<file path="src/shared/sat_pkg.sv">
// Constants shared by both ends of the step attenuator control port.
// Assumes a single 100 MHz system clock on each end.
`default_nettype none

package sat_pkg;

   // ----------------------------------------------------------------
   // Word layout
   // ----------------------------------------------------------------
   localparam int SHIFT_LEN = 16;
   localparam int WORD_LEN = 8;
   localparam int ATT_W = 5;
   localparam int ADDR_W = 3;
   localparam logic [4:0] ATT_MAX = 5'h1f;
   localparam logic [4:0] ATT_RESET = ATT_MAX;
   localparam int ATT_LSB = 0;
   localparam int ADDR_LSB = 8;

   // ----------------------------------------------------------------
   // Timing
   // ----------------------------------------------------------------
   localparam int CLK_NS = 10;
   localparam int LINK_HALF_NS = 40;
   localparam int LINK_HALF_CYC = (LINK_HALF_NS + CLK_NS - 1) / CLK_NS;
   localparam int PAR_SETUP_NS = 100;
   localparam int PAR_SETUP_CYC = (PAR_SETUP_NS + CLK_NS - 1) / CLK_NS;
   localparam int MAX_RATE_HZ = 25000;
   localparam int GAP_NS = 1000000000 / MAX_RATE_HZ;
   localparam int GAP_CYC = (GAP_NS + CLK_NS - 1) / CLK_NS;

   // ----------------------------------------------------------------
   // Controller register map (APB byte offsets)
   // ----------------------------------------------------------------
   localparam logic [7:0] REG_CTRL = 8'h00;
   localparam logic [7:0] REG_WORD = 8'h04;
   localparam logic [7:0] REG_PINS = 8'h08;
   localparam logic [7:0] REG_GO = 8'h0c;
   localparam logic [7:0] REG_STATUS = 8'h10;
   localparam int CTRL_SERIAL_BIT = 0;
   localparam int CTRL_DIRECT_BIT = 1;
   localparam int WORD_TARGET_LSB = 8;
   localparam int STATUS_BUSY_BIT = 0;
   localparam logic [1:0] CTRL_RESET = 2'h0;
   localparam logic [4:0] WORD_ATT_RESET = 5'h00;
   localparam logic [2:0] WORD_TGT_RESET = 3'h0;
   localparam logic [2:0] PINS_RESET = 3'h0;

   typedef enum logic [2:0] {
      ST_IDLE = 3'b000,
      ST_SETUP = 3'b001,
      ST_HIGH = 3'b010,
      ST_PSETUP = 3'b011,
      ST_LE_HI = 3'b100,
      ST_LE_LO = 3'b101,
      ST_GAP = 3'b110
   } sat_state_type;

endpackage : sat_pkg

`default_nettype wire

</file>
<file path="src/shared/sat_if.sv">
// Pins between the external controller and the step attenuator.
// Assumes the controller drives every pin; parallel pins it releases read low.
`default_nettype none

interface sat_if;
   logic ser_sel;
   logic [4:0] par_bits;
   logic par_oe;
   logic [4:0] par_level;
   logic ser_clk;
   logic ser_data;
   logic load_strobe;
   logic [2:0] addr_pins;

   // Open parallel inputs are pulled low on chip
   assign par_level = par_oe ? par_bits : 5'h00; // RQ17

   modport ctrl (
      output ser_sel, par_bits, par_oe, ser_clk, ser_data, load_strobe, addr_pins
   );
   modport dev (
      input ser_sel, par_level, ser_clk, ser_data, load_strobe, addr_pins
   );
endinterface : sat_if

`default_nettype wire

</file>
<file path="src/design/sat_ctrl.sv">
// External controller for the step attenuator, programmed over APB.
// Assumes PCLK is MCLK; the attenuator samples its pins asynchronously.
//
// Local design decisions: the address map and the APB register port.
`default_nettype none

module sat_ctrl
   import sat_pkg::*;
(
   input wire logic MCLK,
   input wire logic RST,
   input wire logic PSEL,
   input wire logic PENABLE,
   input wire logic PWRITE,
   input wire logic [7:0] PADDR,
   input wire logic [31:0] PWDATA,
   output logic [31:0] PRDATA,
   output logic PREADY,
   output logic PSLVERR,
   sat_if.ctrl LINK
);

   // ----------------------------------------------------------------
   // APB slave
   // ----------------------------------------------------------------
   logic [1:0] ctrl_q;
   logic [4:0] att_q;
   logic [2:0] tgt_q;
   logic [2:0] pins_q;
   logic busy;
   logic ready_q;
   logic [31:0] rdata_q;
   logic err_q;
   logic go_q;
   logic access;
   logic known;

   assign access = PSEL & PENABLE & ~ready_q;
   assign known = (PADDR == REG_CTRL) || (PADDR == REG_WORD) || (PADDR == REG_PINS)
                  || (PADDR == REG_GO) || (PADDR == REG_STATUS);

   always_ff @(posedge MCLK or posedge RST) begin
      if (RST) begin
         ready_q <= 1'b0;
         err_q <= 1'b0;
         rdata_q <= 32'h0000_0000;
      end else begin
         ready_q <= access;
         err_q <= access & ~known;
         rdata_q <= 32'h0000_0000;
         if (access && !PWRITE) begin
            case (PADDR)
               REG_CTRL: rdata_q <= {30'h0, ctrl_q};
               REG_WORD: rdata_q <= {21'h0, tgt_q, 3'h0, att_q};
               REG_PINS: rdata_q <= {29'h0, pins_q};
               REG_STATUS: rdata_q <= {31'h0, busy};
               default: rdata_q <= 32'h0000_0000;
            endcase
         end
      end
   end

   // Settings are frozen while a transfer runs so the pins stay coherent
   always_ff @(posedge MCLK or posedge RST) begin
      if (RST) begin
         ctrl_q <= CTRL_RESET;
         att_q <= WORD_ATT_RESET;
         tgt_q <= WORD_TGT_RESET;
         pins_q <= PINS_RESET;
         go_q <= 1'b0;
      end else begin
         go_q <= 1'b0;
         if (access && PWRITE && !busy) begin
            case (PADDR)
               REG_CTRL: ctrl_q <= PWDATA[1:0];
               REG_WORD: begin
                  att_q <= PWDATA[ATT_W-1:0];
                  tgt_q <= PWDATA[WORD_TARGET_LSB +: ADDR_W];
               end
               REG_PINS: pins_q <= PWDATA[ADDR_W-1:0];
               REG_GO: go_q <= 1'b1;
               default: go_q <= 1'b0;
            endcase
         end
      end
   end

   assign PREADY = ready_q;
   assign PRDATA = rdata_q;
   assign PSLVERR = err_q;

   // ----------------------------------------------------------------
   // Link sequencer
   // ----------------------------------------------------------------
   sat_state_type state_q;
   logic [15:0] cnt_q;
   logic [3:0] bit_q;
   logic [15:0] frame;
   logic serial;
   logic direct;
   logic cnt_done;

   assign serial = ctrl_q[CTRL_SERIAL_BIT];
   assign direct = ctrl_q[CTRL_DIRECT_BIT];
   assign busy = (state_q != ST_IDLE);
   assign cnt_done = (cnt_q == 16'h0000);
   // Address word goes high, attenuation word low; shifted LSB first
   assign frame = {5'h00, tgt_q, 3'h0, att_q}; // RQ8 RQ9

   always_ff @(posedge MCLK or posedge RST) begin
      if (RST) begin
         state_q <= ST_IDLE;
         cnt_q <= 16'h0000;
         bit_q <= 4'h0;
      end else begin
         if (!cnt_done) begin
            cnt_q <= cnt_q - 16'h0001;
         end
         case (state_q)
            ST_IDLE: begin
               bit_q <= 4'h0;
               if (go_q) begin
                  state_q <= serial ? ST_SETUP : ST_PSETUP;
                  cnt_q <= 16'(serial ? LINK_HALF_CYC - 1 : PAR_SETUP_CYC - 1);
               end
            end
            ST_SETUP: if (cnt_done) begin
               state_q <= ST_HIGH;
               cnt_q <= 16'(LINK_HALF_CYC - 1);
            end
            ST_HIGH: if (cnt_done) begin
               bit_q <= bit_q + 4'h1;
               state_q <= (bit_q == 4'hf) ? ST_LE_HI : ST_SETUP;
               cnt_q <= 16'(LINK_HALF_CYC - 1);
            end
            ST_PSETUP: if (cnt_done) begin
               state_q <= direct ? ST_GAP : ST_LE_HI; // RQ4
               cnt_q <= 16'(direct ? GAP_CYC - 1 : LINK_HALF_CYC - 1);
            end
            ST_LE_HI: if (cnt_done) begin
               state_q <= ST_LE_LO;
               cnt_q <= 16'(LINK_HALF_CYC - 1);
            end
            ST_LE_LO: if (cnt_done) begin
               state_q <= ST_GAP;
               cnt_q <= 16'(GAP_CYC - 1);
            end
            // Holds off the next change to respect the switching rate
            ST_GAP: if (cnt_done) state_q <= ST_IDLE; // RQ14
            default: state_q <= ST_IDLE;
         endcase
      end
   end

   // ----------------------------------------------------------------
   // Pin drivers
   // ----------------------------------------------------------------
   logic sclk_q;
   logic sdata_q;
   logic le_q;
   logic [4:0] par_q;
   logic sel_q;
   logic [2:0] apin_q;

   always_ff @(posedge MCLK or posedge RST) begin
      if (RST) begin
         sclk_q <= 1'b0;
         sdata_q <= 1'b0;
         le_q <= 1'b0;
         par_q <= 5'h00;
         sel_q <= 1'b0;
         apin_q <= 3'h0;
      end else begin
         sel_q <= serial;
         apin_q <= pins_q;
         sclk_q <= (state_q == ST_HIGH);
         sdata_q <= frame[bit_q];
         // Strobe stays low through the shift, then one pulse
         le_q <= (state_q == ST_LE_HI) || (!serial && direct); // RQ12 RQ3
         par_q <= serial ? 5'h00 : ((state_q == ST_IDLE) ? par_q : att_q); // RQ13
      end
   end

   assign LINK.ser_sel = sel_q;
   assign LINK.par_bits = par_q;
   assign LINK.par_oe = 1'b1;
   assign LINK.ser_clk = sclk_q;
   assign LINK.ser_data = sdata_q;
   assign LINK.load_strobe = le_q;
   assign LINK.addr_pins = apin_q;

endmodule : sat_ctrl

`default_nettype wire

</file>
<file path="src/flat_wrapper.sv">
// flat-port wrapper written by rule: the top's interface ports become plain ports
module sat_ctrl_flat import sat_pkg::*;
  (MCLK, RST, PSEL, PENABLE, PWRITE, PADDR, PWDATA, PRDATA, PREADY, PSLVERR, LINK_ser_sel, LINK_par_bits, LINK_par_oe, LINK_ser_clk, LINK_ser_data, LINK_load_strobe, LINK_addr_pins);
  sat_if LINK_i ();
  input wire logic MCLK;
  input wire logic RST;
  input wire logic PSEL;
  input wire logic PENABLE;
  input wire logic PWRITE;
  input wire logic [7:0] PADDR;
  input wire logic [31:0] PWDATA;
  output logic [31:0] PRDATA;
  output logic PREADY;
  output logic PSLVERR;
  output wire logic [$bits(LINK_i.ser_sel)-1:0] LINK_ser_sel;
  output wire logic [$bits(LINK_i.par_bits)-1:0] LINK_par_bits;
  output wire logic [$bits(LINK_i.par_oe)-1:0] LINK_par_oe;
  output wire logic [$bits(LINK_i.ser_clk)-1:0] LINK_ser_clk;
  output wire logic [$bits(LINK_i.ser_data)-1:0] LINK_ser_data;
  output wire logic [$bits(LINK_i.load_strobe)-1:0] LINK_load_strobe;
  output wire logic [$bits(LINK_i.addr_pins)-1:0] LINK_addr_pins;
  assign LINK_ser_sel = LINK_i.ser_sel;
  assign LINK_par_bits = LINK_i.par_bits;
  assign LINK_par_oe = LINK_i.par_oe;
  assign LINK_ser_clk = LINK_i.ser_clk;
  assign LINK_ser_data = LINK_i.ser_data;
  assign LINK_load_strobe = LINK_i.load_strobe;
  assign LINK_addr_pins = LINK_i.addr_pins;
  sat_ctrl u_core (.MCLK(MCLK), .RST(RST), .PSEL(PSEL), .PENABLE(PENABLE), .PWRITE(PWRITE), .PADDR(PADDR), .PWDATA(PWDATA), .PRDATA(PRDATA), .PREADY(PREADY), .PSLVERR(PSLVERR), .LINK(LINK_i));
endmodule
</file>
<file path="config.mk">
export PLATFORM = sky130hd
export DESIGN_NAME = sat_ctrl_flat
export DESIGN_NICKNAME = d
export VERILOG_FILES = /design/src/shared/sat_pkg.sv /design/src/shared/sat_if.sv /design/src/design/sat_ctrl.sv /design/src/flat_wrapper.sv
export SDC_FILE = /design/constraint.sdc
export NUM_CORES = 1
export LEC_CHECK = 0
export ABC_CLOCK_PERIOD_IN_PS = 6150
export BUFFER_PORTS_ARGS = -buffer_cell sky130_fd_sc_hd__buf_4
export CAP_MARGIN = 20
export CORE_UTILIZATION = 44
export DETAILED_ROUTE_END_ITERATION = 10
export MAX_ROUTING_LAYER = met4
export PLACE_DENSITY = 0.7
export SYNTH_ARGS = -nofsm -noshare
export SYNTH_HDL_FRONTEND = slang
export SYNTH_SLANG_ARGS = --single-unit
</file>
<file path="constraint.sdc">
create_clock -name MCLK -period 6.15 [get_ports MCLK]
set_input_delay 0.615 -clock MCLK [delete_from_list [all_inputs] [get_ports MCLK]]
set_output_delay 0.615 -clock MCLK [all_outputs]
set_load 0.03 [all_outputs]
</file>
# After elaboration in Yosys (flattened, before gate mapping)
# Cells that the tools add are included.
# Widths: inputs -> output; s select.
[op_classes]
n_reduce_logical = 23
bitwise_logic = 5
add_sub_neg = 2
magnitude_cmp = 1
muxes = 29
n_eq_ne = 19
[op_table]
columns = ["cell", "count"]
rows = [
  ["$mux 16", 5],
  ["$pmux 16 s4", 1],
  ["$pmux 11 s4", 1],
  ["$mux 32", 1],
  ["$mux 3", 8],
  ["$pmux 3 s7", 1],
  ["$eq 8x4->1 const B", 2],
  ["$logic_not 16->1", 1],
  ["$ne 2x1->1 const B", 8],
  ["$sub 16x1->16 const B", 1],
  ["$mux 12", 1],
  ["$mux 5", 2],
  ["$eq 3x3->1 const B", 3],
  ["$eq 8x3->1 const B", 1],
  ["$eq 8x5->1 const B", 1],
  ["$logic_not 8->1", 1],
  ["$mux 4", 2],
  ["$pmux 4 s2", 1],
  ["$reduce_and 2->1", 4],
  ["$reduce_and 7->1", 1],
  ["$eq 3x2->1 const B", 2],
  ["$logic_or 1x1->1", 5],
  ["$lt 4x5->1 const B", 1],
  ["$add 4x1->4 const B", 1],
  ["13 further kinds", 24],
]
[word_totals]
reg_bits = 83
out_inout_bits = 47
elab_cells = 96

# Depth between registers and ports, before layout
# Gate-level depths: netlist of run 1.
[depth]
depth_word = 7
depth_mapped = 13
depth_no_buf = 11

# Worst setup path before layout of run 1
# Ideal clock, no wire load.
[synth_path]
path_type = "register -> register"
start = "register u_core.cnt_q[0]"
end = "register u_core.cnt_q[0]"
path_stages_with_launch = 12
setup_time_ns = 0.135
setup_slack_ns = 4.027
synth_period_minus_slack_ns = 2.123
arrival_time_ns = 1.988
n_path_buf = 2
required_time_ns = 6.015
cell_sequence = "dfrtp_1 > inv_1 > ha_1 > nor3b_1 > and3_1 > buf_6 > and2_4 > buf_8 > inv_6 > ha_1 > o31ai_1 > o21ai_0"
[synth_between]
elab_chain_len = 4
[synth_lines]
columns = ["item", "line_no", "text"]
rows = [
  ["from (decl)", "sat_ctrl.sv:96", "logic [15:0] cnt_q;"],
  ["from (signal assigned)", "sat_ctrl.sv:117", "cnt_q <= cnt_q - 16'h0001;"],
  ["from (signal assigned)", "sat_ctrl.sv:124", "cnt_q <= 16'(serial ? LINK_HALF_CYC - 1 : PAR_SETUP_CYC - 1);"],
  ["from (signal assigned)", "sat_ctrl.sv:129", "cnt_q <= 16'(LINK_HALF_CYC - 1);"],
  ["$sub 16x1->16 / $logic_not 16->1 (equally long branches)", "sat_ctrl.sv:117, sat_ctrl.sv:106", ""],
  ["$mux 16", "sat_ctrl.sv:116", "if (!cnt_done) begin"],
  ["$mux 16 (on tied branches)", "-", ""],
  ["$pmux 16 s4 (*)", "sat_ctrl.sv:119", "case (state_q)"],
]
# Mark *: on every way between the ends. The rest lies on a longest branch, timed or not.
# A chain may end at the register's enable or synchronous reset.

# Final worst setup path of run 1
# Same ends and word-level chain as after synthesis.

==> results.md, run 1 <==
- Pre-CTS WS: 3600 ps
- Cell Area, Synth: 0.00312 mm²
- Post-DP HPWL: 4.35 mm
- Gr usage total: 19.3%
- Cells after Synth: 313
- Unique masters post-synth: 56
- RePlAce Congestion: 0.798
- Slew @ Worst Pin: 736 ps
- Clock Pin Slew Worst Setup and Hold Paths: 60 ps
- Clk_lat worst skew: 350 ps
- Primary FF master, synth: dfrtp_1
- Boundary Pins: 92
- Critical path endpoint category: flop
- Pwr dens: 341 mW/mm²
- Clock sink count: 59
- Reg2reg setup slack: 3580 ps
- Number of fill cells: 641
- Area Growth Syn to Fin: 15.0%
- Post-CTS Resized: 0
- Initial Util: 45.6%
- Avg Cell Area, Syn: 9.96 µm²
- Placed Instances: 436
- Peak supply drop: 0.171 mV
- Cts bufs inserted: 9
- Number of DRC markers in iteration 0: 87
- Critical path type: reg2reg
- Initial antenna violation count: 0
- Synth cell count leaders: dfrtp_1, nand2_1, buf_4
- Worst slew margin: 50.9%
- Count leader, synth: dfrtp_1
- Remaining Overflow, GRT: 0
- Worst Skew: 9.38 ps
- CTS tree: yes
- Finished Layout Cells: 453
- Avg WL per Cell: 13.9 µm
- Largest net degree at the start of global routing: 60
- Total Negative Setup Slacks: 0 ps
- Die area: 0.00743 mm²
- Fraction of registers with async set/reset: 100%
- Antenna Violating Nets Remaining: 0
- MaxCap Viol Count: 0
- Syn. warnings: 0
- Core Region: 0.00683 mm²
- Total power: 1.22 mW
- Row cnt: 30
- I/O Buffers: 42
- Die H: 86.2 µm
- Status: complete, no violations
- Vias per cell: 5.17
- Sequential-to-total area share from yosys stat: 47.4%
- Leak Pwr: 1.65 nW
- Worst setup margin: 3580 ps
- First-pass GRT wire length: 10.7 mm
- Worst Path Required: 6340 ps
- Post-synthesis register bit count: 59
- Number of global-route vias before repair: 2356
- Die width: 86.2 µm
- DRC viols: 0
- Top cells by area, synth: dfrtp_1, buf_4, mux2_2
- Largest driver fanout on the critical path: 9
- Synth top area share: 47.4%
- Post-synth EDFFs: 0
- Final setup fails: 0
- DR pass1 iterations: 4
- Final Cycle Share: 41.7%
- Layout cells sized above 1: 23.5%
- Post-CTS setup buffers: 0
- Crit path launch type: flop
- Crit path time final: 2570 ps
- Routed vias: 2341
- Worst Hold Class: reg2reg
- Largest area contributor in the netlist: dfrtp_1
- Clk buf depth: 2
- # hold bufs at CTS: 0
- Clk Tree Root Cell: clkbuf_8
- Detailed-route wire length: 6.28 mm
- Fin. max-slew vios: 0
- Placed Instance Area: 0.00339 mm²
- Crit path DAT: 2760 ps
- Final hold viol count: 0
- Final nets: 400
- Fin area: 0.00359 mm²
- ANT cells: 0
- Top achievable clock speed: 0.390 GHz
- Htree depth: 3
- RSZ-0062 raised after global routing: false
## cells by family after synthesis
logic type | count (synthesis) | share of synthesized area (%)
XOR/XNOR | 6 | 1.69
AND/OR/NAND/NOR | 114 | 20.1
AO/OA/AOI/OAI | 64 | 13.4
buffers and inverters | 46 | 9.31
adder cells (fa/ha/maj) | 3 | 1.20
multiplexers | 19 | 6.66
flip-flops | 59 | 47.4
other | 2 | 0.241
## worst max-delay path, cell delays in order (launching register included)
cell and delay (ps):
dfrtp_1 420, inv_1 70, ha_1 180, nor3b_1 300, and3_1 430, and2_4 300, inv_6 70, ha_1 310
o31ai_1 210, o21ai_0 110
## cells in the final DEF (no fill, tap or decap), drive strengths merged, types with 2 or more instances in the layout
cell type / n
a2111oi: 2
a211oi: 5
a21oi: 19
a31oi: 3
a32o: 2
and2: 7
and3: 3
and3b: 2
buf: 43
clkbuf: 12
clkinv: 3
conb: 25
dfrtp: 59
ha: 3
inv: 7
mux2: 14
mux2i: 5
nand2: 27
nand2b: 3
nand3: 8
nand3b: 3
nor2: 21
nor2b: 6
nor3: 12
nor3b: 3
nor4: 6
o21a: 2
o21ai: 15
o221ai: 2
o22ai: 2
o31ai: 4
or2: 2
or3: 6
or4: 3
xnor2: 5
## routing by layer
layer / routed length [µm] / global-route usage (%) / share of wire [%]
met5: 0 / - / 0
met4: 133 / 7.12 / 2.1
met3: 267 / 6.00 / 4.3
met2: 3090 / 32.0 / 49
met1: 2780 / 22.2 / 44
## per-stage QoR
stage / util [%] / hold slack (ps)
final: 52.5 / 404
after detailed placement: 49.6 / 387
after CTS: 52.4 / 401
after floorplan: - / 369
after global routing: 52.5 / 423
after global placement: 49.6 / 387
## registers in the layout, summed over array words and instances (netlist names)
name                     count
u_core.cnt_q                16
u_core.PRDATA                8
u_core.LINK.par_bits         5
u_core.att_q                 5
u_core.bit_q                 4
u_core.LINK.addr_pins        3
u_core.pins_q                3
u_core.state_q               3
u_core.tgt_q                 3
u_core.ctrl_q                2
u_core.LINK.load_strobe      1
u_core.LINK.ser_clk          1
u_core.LINK.ser_data         1
u_core.LINK.ser_sel          1
u_core.PREADY                1
u_core.PSLVERR               1
u_core.go_q                  1
## worst paths after layout
path                                   from                  endpoint  cells after the start
max in group asynchronous               RST          u_core.ctrl_q[0]                      3
min reg2reg                u_core.pins_q[0]  u_core.LINK.addr_pins[0]                      0
min                        u_core.pins_q[0]  u_core.LINK.addr_pins[0]                      0
max                         u_core.cnt_q[0]           u_core.cnt_q[0]                      9
max reg2reg                 u_core.cnt_q[0]           u_core.cnt_q[0]                      9
min in group asynchronous               RST           u_core.cnt_q[6]                      3
## report_power, final
| part | switching [mW] | internal (mW) | total, mW |
|---|---|---|---|
| registers | 0.0881 | 0.449 | 0.537 |
| logic | 0.200 | 0.137 | 0.337 |
| clock network | 0.155 | 0.196 | 0.350 |
| total | 0.443 | 0.782 | 1.22 |
## cell type report
class / count / area [µm²] / area share, %
sequential: 59 / 1480 / 41.2
multi-input combinational: 231 / 1440 / 40.1
timing repair buffer: 44 / 328 / 9.14
clock buffer: 11 / 141 / 3.94
tap: 96 / 120 / 3.35
clock inverter: 5 / 52.6 / 1.46
inverter: 7 / 31.3 / 0.872
(Power assumes the default switching activity.)
==> inputs of run 2 (changes only) <==
--- a/config.mk
+++ b/config.mk
@@ -5,7 +5,7 @@
 export SDC_FILE = /design/constraint.sdc
 export NUM_CORES = 1
 export LEC_CHECK = 0
-export ABC_CLOCK_PERIOD_IN_PS = 6150
+export ABC_CLOCK_PERIOD_IN_PS = 2500
 export BUFFER_PORTS_ARGS = -buffer_cell sky130_fd_sc_hd__buf_4
 export CAP_MARGIN = 20
 export CORE_UTILIZATION = 44
==> constraint.sdc (replaced) <==
create_clock -name MCLK -period 2.5 [get_ports MCLK]
set_input_delay 0.25 -clock MCLK [delete_from_list [all_inputs] [get_ports MCLK]]
set_output_delay 0.25 -clock MCLK [all_outputs]
set_load 0.03 [all_outputs]
==> results.md, run 2 (synthesis results as in run 1) <==
- Status: complete, no violations
- Crit path time final: 2210 ps (-358 ps)
- First-pass GRT wire length: 10.5 mm (-2.1%)
- Initial Util: 45.6% (unchanged)
- Core Region: 0.00683 mm² (unchanged)
- Layout cells sized above 1: 25.3% (+1.7 points)
- Commonest non-fill, non-tap cell in the layout: dfrtp_1
- Worst Hold Class: in2async
- Area of the multi-input gates: 0.00144 mm² (unchanged)
- Gr usage total: 18.9% (-0.44 points)
- Cts bufs inserted: 9 (unchanged)
- Final nets: 409 (+2.3%)
- Area Growth Syn to Fin: 17.5%
- Avg WL per Cell: 13.4 µm (-3.7%)
- Met1 Use GR: 22.8% (+0.58 points)
- Antenna Violating Nets Remaining: 0 (unchanged)
- Placed Instance Area: 0.00346 mm² (+2.2%)
- Largest net degree at the start of global routing: 60 (unchanged)
- Crit path DAT: 2430 ps (-330 ps)
- I/O Buffers: 42 (unchanged)
- Routed vias: 2366 (+1.1%)
- Clk Tree Root Cell: clkbuf_8
- Worst path max stage delay: 410 ps (-20 ps)
- Met3 Use GR: 4.19% (-1.8 points)
- Reg2reg start: u_core.cnt_q[0]
- Initial antenna violation count: 0 (unchanged)
- Critical path type: reg2reg
- Seq. cell area: 0.00148 mm² (unchanged)
- Boundary Pins: 92 (unchanged)
- DRC viols: 0 (unchanged)
- Leak Pwr: 1.70 nW (+3.2%)
- Worst Setup SP: u_core.cnt_q[0]
- CP max-delay cell: dfrtp_1
- Fin. max-slew vios: 0 (unchanged)
- CP Capture Point: u_core.cnt_q[0]
- Post-DP HPWL: 4.39 mm (+1.0%)
- Slew @ Worst Pin: 729 ps (-7.77 ps)
- RePlAce Congestion: 0.820 (+2.8%)
- Post-CTS setup buffers: 0 (unchanged)
- Clk buf depth: 2 (unchanged)
- Final Cycle Share: 88.4% (+47 points)
- Top achievable clock speed: 0.453 GHz (+16%)
- Most flops, register: u_core.cnt_q
- Post-CTS Resized: 0 (unchanged)
- Final setup fails: 0 (unchanged)
- Reg2reg setup slack: 290 ps (-3290 ps)
- Fin area: 0.00366 mm² (+2.1%)
- Max reg flops: 16 (unchanged)
- Most frequent cells in the layout: dfrtp_1, buf_4, nand2_1
- Row cnt: 30 (unchanged)
- Reg2reg end: u_core.cnt_q[0]
- Remaining Overflow, GRT: 0 (unchanged)
- Crit path cell chain: inv_1, ha_1, nor3b_1, and3_1, and2_4, inv_6, ha_1, o31ai_1, o21ai_0
- Clock Pin Slew Worst Setup and Hold Paths: 70 ps (about the same)
- Worst slew margin: 51.4% (+0.52 points)
- RSZ-0062 raised after global routing: false
- Number of global-route vias before repair: 2334 (-0.93%)
- Detailed-route wire length: 6.14 mm (-2.2%)
- Peak supply drop: 0.396 mV (+130%)
- Final hold viol count: 0 (unchanged)
- Critical path endpoint category: flop
- Number of DRC markers in iteration 0: 134 (+54%)
- M2 GR Usage: 30.6% (-1.4 points)
- Crit path launch type: flop
- ANT cells: 0 (unchanged)
- Die width: 86.2 µm (unchanged)
- MaxCap Viol Count: 0 (unchanged)
- DR pass1 iterations: 4 (unchanged)
- R2R cell count: 9 (unchanged)
- Vias per cell: 5.14 (-0.47%)
- Cell mode on critical path: ha_1
- Worst Path Required: 2720 ps (-3620 ps)
- Worst Skew: 9.44 ps (+0.0634 ps)
- Htree depth: 3 (unchanged)
- Largest driver fanout on the critical path: 9 (unchanged)
- Die area: 0.00743 mm² (unchanged)
- CTS tree: yes
- Total power: 3.07 mW (+150%)
- # hold bufs at CTS: 0 (unchanged)
- Number of fill cells: 641 (unchanged)
- Clk_lat worst skew: 340 ps (about the same)
- Most crowded layer after global routing: met2
- Total Negative Setup Slacks: 0 ps (unchanged)
- Die H: 86.2 µm (unchanged)
- Pwr dens: 838 mW/mm² (+150%)
- Clock sink count: 59 (unchanged)
-- run 2: cell types whose count changed in the layout (fill, tap and decap cells not counted), sizes merged --
| cell | delta |
|---|---|
| clkinvlp | -1 |
| clkinv | -2 |
| buf | +10 |
-- run 2: worst min path at each step --
| stage | cells past startpoint | start | endpoint |
|---|---|---|---|
| 3_3_place_gp | 0 | u_core.pins_q[0] | u_core.LINK.addr_pins[0] |
| 3_5_place_dp | 0 | u_core.pins_q[0] | u_core.LINK.addr_pins[0] |
| 4_1_cts | 2 | PWRITE | u_core.PRDATA[0] |
| 6_report | 3 | RST | u_core.cnt_q[2] |
| 2_1_floorplan | 1 | PADDR[4] | u_core.go_q |
| 5_1_grt | 2 | PWRITE | u_core.PRDATA[0] |
-- run 2: layout make-up --
cell class              count  area share [%]
flip-flops and latches     59            40.3
multi-input cells         231            39.2
repair buffers             53            10.9
clock buffers              12            4.51
well taps                  96            3.28
clock inverters             2           0.956
inverters                   7           0.854
-- run 2: per-stage QoR --
stage                     std cells  worst slack (ps)  utilization (%)  hold WS, ps
after global placement          446               385             50.7          388
after detailed placement        446               289             50.7          388
after CTS                       460               296             53.6         89.1
after floorplan                 336               377                -          320
after global routing            460               190             53.6          104
final                           460               291             53.6          107
-- run 2: routing by layer --
metal  vias up  part of all wire (%)
li1       1156                     -
met1      1154                    45
met2        50                    51
met3         6                   3.8
met4         0                   1.1
met5         -                     0
-- run 2: power by group --
| group | total (mW) | switching, mW | internal (mW) |
|---|---|---|---|
| registers | 1.27 | 0.168 | 1.11 |
| logic | 0.910 | 0.543 | 0.368 |
| clock network | 0.888 | 0.359 | 0.529 |
| total | 3.07 | 1.07 | 2.00 |
-- run 2: critical path, delay by kind of cell, from the launching register on --
family          cells  cell delay (ps)
fa+ha+maj           2              490
buf+inv             2              130
compound gates      2              330
flops               1              410
simple gates        3              720
